[src/design/pd_regs_pkg.sv]
package pd_regs_pkg;
   // register offsets on the register port
   localparam logic [7:0] FAULT_CTRL_ADDR = 8'h1B;
   localparam logic [7:0] POWER_CTRL_ADDR = 8'h1C;
   // reset values
   localparam logic [7:0] FAULT_CTRL_RESET = 8'h00;
   localparam logic [7:0] POWER_CTRL_RESET = 8'h60;
   // writable bit masks; reserved bits read zero
   localparam logic [7:0] FAULT_CTRL_WMASK = 8'h0F;
   localparam logic [7:0] POWER_CTRL_WMASK = 8'h77;
   // fault control field positions
   localparam int FC_VCONN_OC  = 0;
   localparam int FC_BUS_OV    = 1;
   localparam int FC_BUS_OC    = 2;
   localparam int FC_DIS_TMR   = 3;
   // power control field positions
   localparam int PC_VCONN_EN  = 0;
   localparam int PC_LVL_HINT  = 1;
   localparam int PC_FORCE_DR  = 2;
   localparam int PC_UNPLUG_DR = 4;
   localparam int PC_ALARM_DIS = 5;
   localparam int PC_ADC_DIS   = 6;
   // cc line state encoding
   localparam logic [1:0] CC_OPEN = 2'h0;
endpackage

[src/design/pd_fault_power_control_regs.sv]
module pd_fault_power_control_regs
   import pd_regs_pkg::*;
(
   input  wire logic       clk_i,               // system clock
   input  wire logic       rstn_i,              // async reset, active low
   input  wire logic       wr_i,                // register write strobe
   input  wire logic       rd_i,                // register read strobe
   input  wire logic [7:0] addr_i,              // register offset
   input  wire logic [7:0] wdata_i,             // write data
   input  wire logic       plug_side_select_i,  // orientation bit from control register
   input  wire logic [1:0] cc1_state_i,         // raw cc1 line state (pin domain)
   input  wire logic [1:0] cc2_state_i,         // raw cc2 line state (pin domain)
   input  wire logic       shield_fault_protection_i, // shield protection active (pin)
   input  wire logic       fault_action_a_i,    // fault class A in effect
   input  wire logic       bus_oc_raw_i,        // raw bus overcurrent comparator
   input  wire logic       bus_ov_raw_i,        // raw bus overvoltage comparator
   input  wire logic       vconn_oc_raw_i,      // raw cable power overcurrent
   output logic [7:0]      rdata_o,             // read data
   output logic [1:0]      cc1_line_state_o,    // reported cc1 state
   output logic [1:0]      cc2_line_state_o,    // reported cc2 state
   output logic            vconn_cc1_o,         // cable power switch on cc1
   output logic            vconn_cc2_o,         // cable power switch on cc2
   output logic            bus_source_en_o,     // bus sourcing allowed
   output logic            bus_discharge_o,     // bus discharge switch
   output logic            adc_enable_o,        // bus adc monitor running
   output logic            alarm_enable_o,      // voltage alarm reporting on
   output logic            discharge_timer_en_o, // discharge failure timers run
   output logic            bus_oc_fault_o,      // qualified bus overcurrent
   output logic            bus_ov_fault_o,      // qualified bus overvoltage
   output logic            vconn_oc_fault_o     // qualified cable overcurrent
);
   logic [7:0] fault_detect_control;  // fault control register
   logic [7:0] power_path_control;    // power control register
   logic [7:0] pend_data;             // write parked during fault action A
   logic       pend_valid;            // parked write waiting
   logic [4:0] sync1;                 // first synchroniser stage
   logic [4:0] sync2;                 // second synchroniser stage
   logic [1:0] cc1_s;                 // synchronised cc1
   logic [1:0] cc2_s;                 // synchronised cc2
   logic       shield_s;              // synchronised shield protection
   logic       unplug;                // orientation-selected cc reads open
   logic       wr_fc;                 // write hits fault control
   logic       wr_pc;                 // write hits power control

   assign wr_fc = wr_i && (addr_i == FAULT_CTRL_ADDR);
   assign wr_pc = wr_i && (addr_i == POWER_CTRL_ADDR);

   // two-flop synchroniser for pin-domain inputs
   always_ff @(posedge clk_i or negedge rstn_i) begin
      if (!rstn_i) begin
         sync1 <= 5'h00;
         sync2 <= 5'h00;
      end else begin
         sync1 <= {shield_fault_protection_i, cc2_state_i, cc1_state_i};
         sync2 <= sync1;
      end
   end
   assign cc1_s    = sync2[1:0];
   assign cc2_s    = sync2[3:2];
   assign shield_s = sync2[4];

   // orientation selects the vconn pin: 1 means cc1, so sense cc2 for the partner
   // disconnect seen on the line that is not carrying vconn
   assign unplug = plug_side_select_i ? (cc2_s == CC_OPEN) : (cc1_s == CC_OPEN);

   // fault control register
   always_ff @(posedge clk_i or negedge rstn_i) begin
      if (!rstn_i) begin
         fault_detect_control <= FAULT_CTRL_RESET;
      // only a port manager write changes it
      end else if (wr_fc) begin
         fault_detect_control <= wdata_i & FAULT_CTRL_WMASK;
      end
   end

   // parked power control write, replayed when fault A clears
   always_ff @(posedge clk_i or negedge rstn_i) begin
      if (!rstn_i) begin
         pend_valid <= 1'b0;
         pend_data  <= 8'h00;
      // capture the write while blocked, newest wins
      end else if (wr_pc && fault_action_a_i) begin
         pend_valid <= 1'b1;
         pend_data  <= wdata_i;
      end else if (!fault_action_a_i) begin
         pend_valid <= 1'b0;
      end
   end

   // power control register; shield clear wins over any write
   always_ff @(posedge clk_i or negedge rstn_i) begin
      if (!rstn_i) begin
         power_path_control <= POWER_CTRL_RESET;
      end else begin
         if (!fault_action_a_i && wr_pc) begin
            power_path_control <= wdata_i & POWER_CTRL_WMASK;
         // apply deferred write once fault cleared
         end else if (!fault_action_a_i && pend_valid) begin
            power_path_control <= pend_data & POWER_CTRL_WMASK;
         end
         if (shield_s) begin
            power_path_control[PC_VCONN_EN] <= 1'b0;
         end
      end
   end

   // read mux; reserved bits already zero in storage
   always_ff @(posedge clk_i or negedge rstn_i) begin
      if (!rstn_i) begin
         rdata_o <= 8'h00;
      end else if (rd_i && addr_i == FAULT_CTRL_ADDR) begin
         rdata_o <= fault_detect_control;
      end else if (rd_i && addr_i == POWER_CTRL_ADDR) begin
         rdata_o <= power_path_control;
      end else if (rd_i) begin
         rdata_o <= 8'h00;
      end
   end

   // power path outputs; the level hint bit drives nothing
   always_ff @(posedge clk_i or negedge rstn_i) begin
      if (!rstn_i) begin
         vconn_cc1_o     <= 1'b0;
         vconn_cc2_o     <= 1'b0;
         bus_source_en_o <= 1'b1;
         bus_discharge_o <= 1'b0;
         adc_enable_o    <= 1'b0;
         alarm_enable_o  <= 1'b0;
      end else begin
         // vconn follows only the enable and orientation
         vconn_cc1_o <= power_path_control[PC_VCONN_EN] && plug_side_select_i;
         vconn_cc2_o <= power_path_control[PC_VCONN_EN] && !plug_side_select_i;
         // sourcing stops first; discharge follows a cycle later
         bus_source_en_o <= !(power_path_control[PC_UNPLUG_DR] && unplug);
         bus_discharge_o <= power_path_control[PC_FORCE_DR] ||
                            (power_path_control[PC_UNPLUG_DR] && unplug && !bus_source_en_o);
         adc_enable_o <= !power_path_control[PC_ADC_DIS];
         alarm_enable_o <= !power_path_control[PC_ALARM_DIS];
      end
   end

   // cc state report, vconn line forced open
   always_ff @(posedge clk_i or negedge rstn_i) begin
      if (!rstn_i) begin
         cc1_line_state_o <= CC_OPEN;
         cc2_line_state_o <= CC_OPEN;
      end else begin
         // the pin carrying vconn reads open
         cc1_line_state_o <= (power_path_control[PC_VCONN_EN] && plug_side_select_i) ? CC_OPEN : cc1_s;
         cc2_line_state_o <= (power_path_control[PC_VCONN_EN] && !plug_side_select_i) ? CC_OPEN : cc2_s;
      end
   end

   // fault qualification; raw comparators are on this clock
   always_ff @(posedge clk_i or negedge rstn_i) begin
      if (!rstn_i) begin
         bus_oc_fault_o       <= 1'b0;
         bus_ov_fault_o       <= 1'b0;
         vconn_oc_fault_o     <= 1'b0;
         discharge_timer_en_o <= 1'b1;
      end else begin
         // a set disable bit masks the fault
         bus_oc_fault_o   <= bus_oc_raw_i && !fault_detect_control[FC_BUS_OC];
         bus_ov_fault_o   <= bus_ov_raw_i && !fault_detect_control[FC_BUS_OV];
         vconn_oc_fault_o <= vconn_oc_raw_i && !fault_detect_control[FC_VCONN_OC];
         // timer enable is active low in the register
         discharge_timer_en_o <= !fault_detect_control[FC_DIS_TMR];
      end
   end
endmodule

[config.mk]
export PLATFORM = sky130hd
export DESIGN_NAME = pd_fault_power_control_regs
export DESIGN_NICKNAME = d
export VERILOG_FILES = /design/src/design/pd_regs_pkg.sv /design/src/design/pd_fault_power_control_regs.sv
export SDC_FILE = /design/constraint.sdc
export NUM_CORES = 1
export LEC_CHECK = 0
export ABC_AREA = 1
export BUFFER_PORTS_ARGS = -buffer_cell sky130_fd_sc_hd__buf_2
export CORE_ASPECT_RATIO = 1.2
export CORE_UTILIZATION = 46
export CTS_CLUSTER_SIZE = 28
export DETAILED_ROUTE_END_ITERATION = 16
export PLACE_DENSITY = 0.83
export SETUP_SLACK_MARGIN = 0.3
export SYNTH_ARGS = -nofsm -noshare
export SYNTH_HDL_FRONTEND = slang
export SYNTH_SLANG_ARGS = --single-unit
[constraint.sdc]
create_clock -name clk_i -period 1 [get_ports clk_i]
set_clock_uncertainty 0.05 [all_clocks]
set_input_delay 0.25 -clock clk_i [delete_from_list [all_inputs] [get_ports clk_i]]
set_output_delay 0.25 -clock clk_i [all_outputs]
set_load 0.01 [all_outputs]
==> key figures <==
Status
  – Outcome: finished, violations left
  – Failing checks: hold timing, setup timing

GRT
  – First-pass GRT wire length: between 7 and 8 mm
  – Vias in the first global route: approximately 1.7k
  – Grt ovf: 0
  – GRT Util Overall: 25.3%
  – Largest net degree at the start of global routing: 49
  – Initial antenna violation count: 0

Worst setup path
  – R2R depth: 5
  – Slowest stage delay, CP: between 500 and 600 ps
  – Max FO, Critical Path: 2
  – Setup crit end kind: primary output
  – Worst-path cell chain: buf_6
  – WP buf/inv: 1
  – WS Path Type: flip-flop to primary output
  – CP arrival: 950 ps
  – Critical path's slowest cell: dfstp_2
  – CP Launch Type: flip-flop
  – Cell family with most CP delay: flip-flops
  – Crit. path cell count: 1
  – Worst path required time: ~700 ps

Synth
  – Simple-Gate Fraction of Synth Area: between 10% and 20%
  – Main combinational cell family by area after synthesis: simple AND/OR/NAND/NOR gates
  – Flops & latches, synth: 48
  – Syn Inst Count: 191
  – Unique masters post-synth: 20
  – Synth warnings: 0
  – Syn_area_per_cell: 9.70 sq um
  – Seq/Total Area, Yosys: 65.1%
  – Mux share of post-synthesis cell area: 0%
  – Area share of fa/ha/maj cells after synthesis: 0%
  – Post-synthesis cell area: 0.00185 sq mm
  – Post-synthesis compound-gate area fraction: 8.45%
  – XOR/XNOR Fraction of Synth Area: 0%
  – Syn Nets: 221

Placement
  – DP HPWL: 2.58 mm
  – Number of port buffers: 49
  – Placed insts: approximately 300
  – RD Place Congestion: 0.754

Layout
  – Most common cell after layout, fill and taps aside: dfrtp_1
  – Layout cells sized above 1: 57.4%
  – Layout area overhead: 56.4%
  – Area of the multi-input gates: 800 sq um
  – Most frequent cells in the layout: dfrtp_1 (43), buf_2 (38), nand2_1 (23)
  – Register Area: 0.00121 sq mm
  – Layout Nets: 299
  – N_diodes: 0
  – Finished Layout Cells: between 300 and 400
  – Filler Cell Count: 198
  – Post-Route Utilization: 77.2%

Clock tree
  – # clock sinks: 48
  – CTS clock-pin slew for the worst setup and hold paths: approximately 90 ps
  – Clock latency on the worst-skew pair: between 300 and 400 ps
  – Clock Path Buffers: 2
  – Num CTS Buffers: 5
  – # H-tree levels: 2
  – CTS tree: yes
  – Root buffer cell: clkbuf_8

STA
  – Final max-slew violation count: 0
  – Hold Worst Slack: -150 ps
  – RSZ-0062 raised after global routing: yes
  – PnR worst setup slack: -254 ps
  – Peak Freq: 0.797 GHz
  – Endpoints failing setup: 32
  – Fin crit share: 125%
  – Min Tclk post-route: 1250 ps
  – Final Hold Vio Count: 49

Hold path
  – Worst hold-check path type: primary input to asynchronous set/reset pin

Drt
  – Routed Antenna Nets: 0
  – Detailed Routing Iterations Pass 1: 4
  – 1st-iter DRT viols: 92
  – DR vias: 1669
  – Post-DR vias/cell: 5.18
  – WL/cell: 16.2 um
  – Final wirelength: approximately 5.2 mm
  – DRC: 0

Die
  – Die Width: between 50 and 60 um
  – Initial Utilization: 49.3%
  – CORE AREA: 0.00375 sq mm
  – Num rows: 24
  – Die Ht: 71.5 um
  – Area of the die: 0.00428 sq mm
  – IO Pins: 52

Power and ir drop
  – Peak VDD IR: approximately 1.8 mV
  – Power Dens Cells: 1380 mW/mm^2
  – Static leakage: 1.49 nW

Flow run
  – Maxcap violations: 0
-- where the power goes --
group / switching, mW / total [mW] / internal [mW]
Combinational: 0.287 / 0.490 / 0.203
Sequential: 0.0657 / 2.13 / 2.07
Clock: 0.622 / 1.37 / 0.748
-- sequential cells by signal (all words and copies together) (netlist names), 2 cells and up --
signal                flops
cc1_line_state_o          2
sync2                     5
sync1                     5
pend_data                 6
power_path_control        6
cc2_line_state_o          2
rdata_o                   7
fault_detect_control      4
-- worst paths after layout --
path,start,endpoint,slack (ps)
min reg2reg,sync1[1],sync2[1],310
max reg2reg,pend_valid,power_path_control[0],-10
min,rstn_i,vconn_oc_fault_o,-150
min in group clk_i,cc1_state_i[0],sync1[0],-10
max in group asynchronous,rstn_i,bus_source_en_o,760
max,bus_source_en_o,bus_source_en_o,-250
-- per-stage QoR --
step | power (mW) | instance area, sq um | TNS, ps | setup slack, ps
floorplan | 2.30 | 1940 | -978 | -130
global placement | 2.50 | 2280 | -5030 | -268
detailed placement | 2.52 | 2280 | -5930 | -334
CTS | 3.93 | 2710 | -2610 | -260
global route | 4.16 | 2900 | -4370 | -282
finish | 3.99 | 2900 | -3150 | -254
-- layout make-up --
type	count	share of cell area, %
clock inverters	1	1.04
flip-flops and latches	48	41.7
clock buffers	7	2.63
multi-input cells	109	27.6
inverters	32	5.10
repair buffers	73	19.7
well taps	52	2.25
-- layer usage --
layer | global-route usage, % | wire length [um]
met1 | 27.8 | 1820
met2 | 43.1 | 2880
met3 | 6.68 | 302
met4 | 14.5 | 221
met5 | 0 | 0
-- synth_stat cells (all sizes together) --
cell type | instances | area [sq um]
nand3 | 13 | 77.6
dfstp | 4 | 105
inv | 32 | 120
nand2 | 41 | 156
a22o | 1 | 8.76
a21oi | 1 | 5.00
buf | 4 | 31.3
nor2 | 22 | 95.1
dfrtp | 44 | 1100
o21ai | 24 | 120
nor3 | 1 | 5.00
o211ai | 3 | 22.5
conb | 1 | 3.75
-- what timing repair did --
item | in CTS | in global routing
hold endpoints to repair | 49 | 49
resized for setup | 79 | 35
buffers inserted | 9 | 7
pin swaps | 31 | 22
endpoints found under the setup margin | 54 | 55
cloned | 3 | 0
-- cells by family after synthesis --
logic type,after synthesis
buffers and inverters,36
flip-flops,48
AND/OR/NAND/NOR,77
AO/OA/AOI/OAI,29
other,1
(Power assumes the default switching activity.)
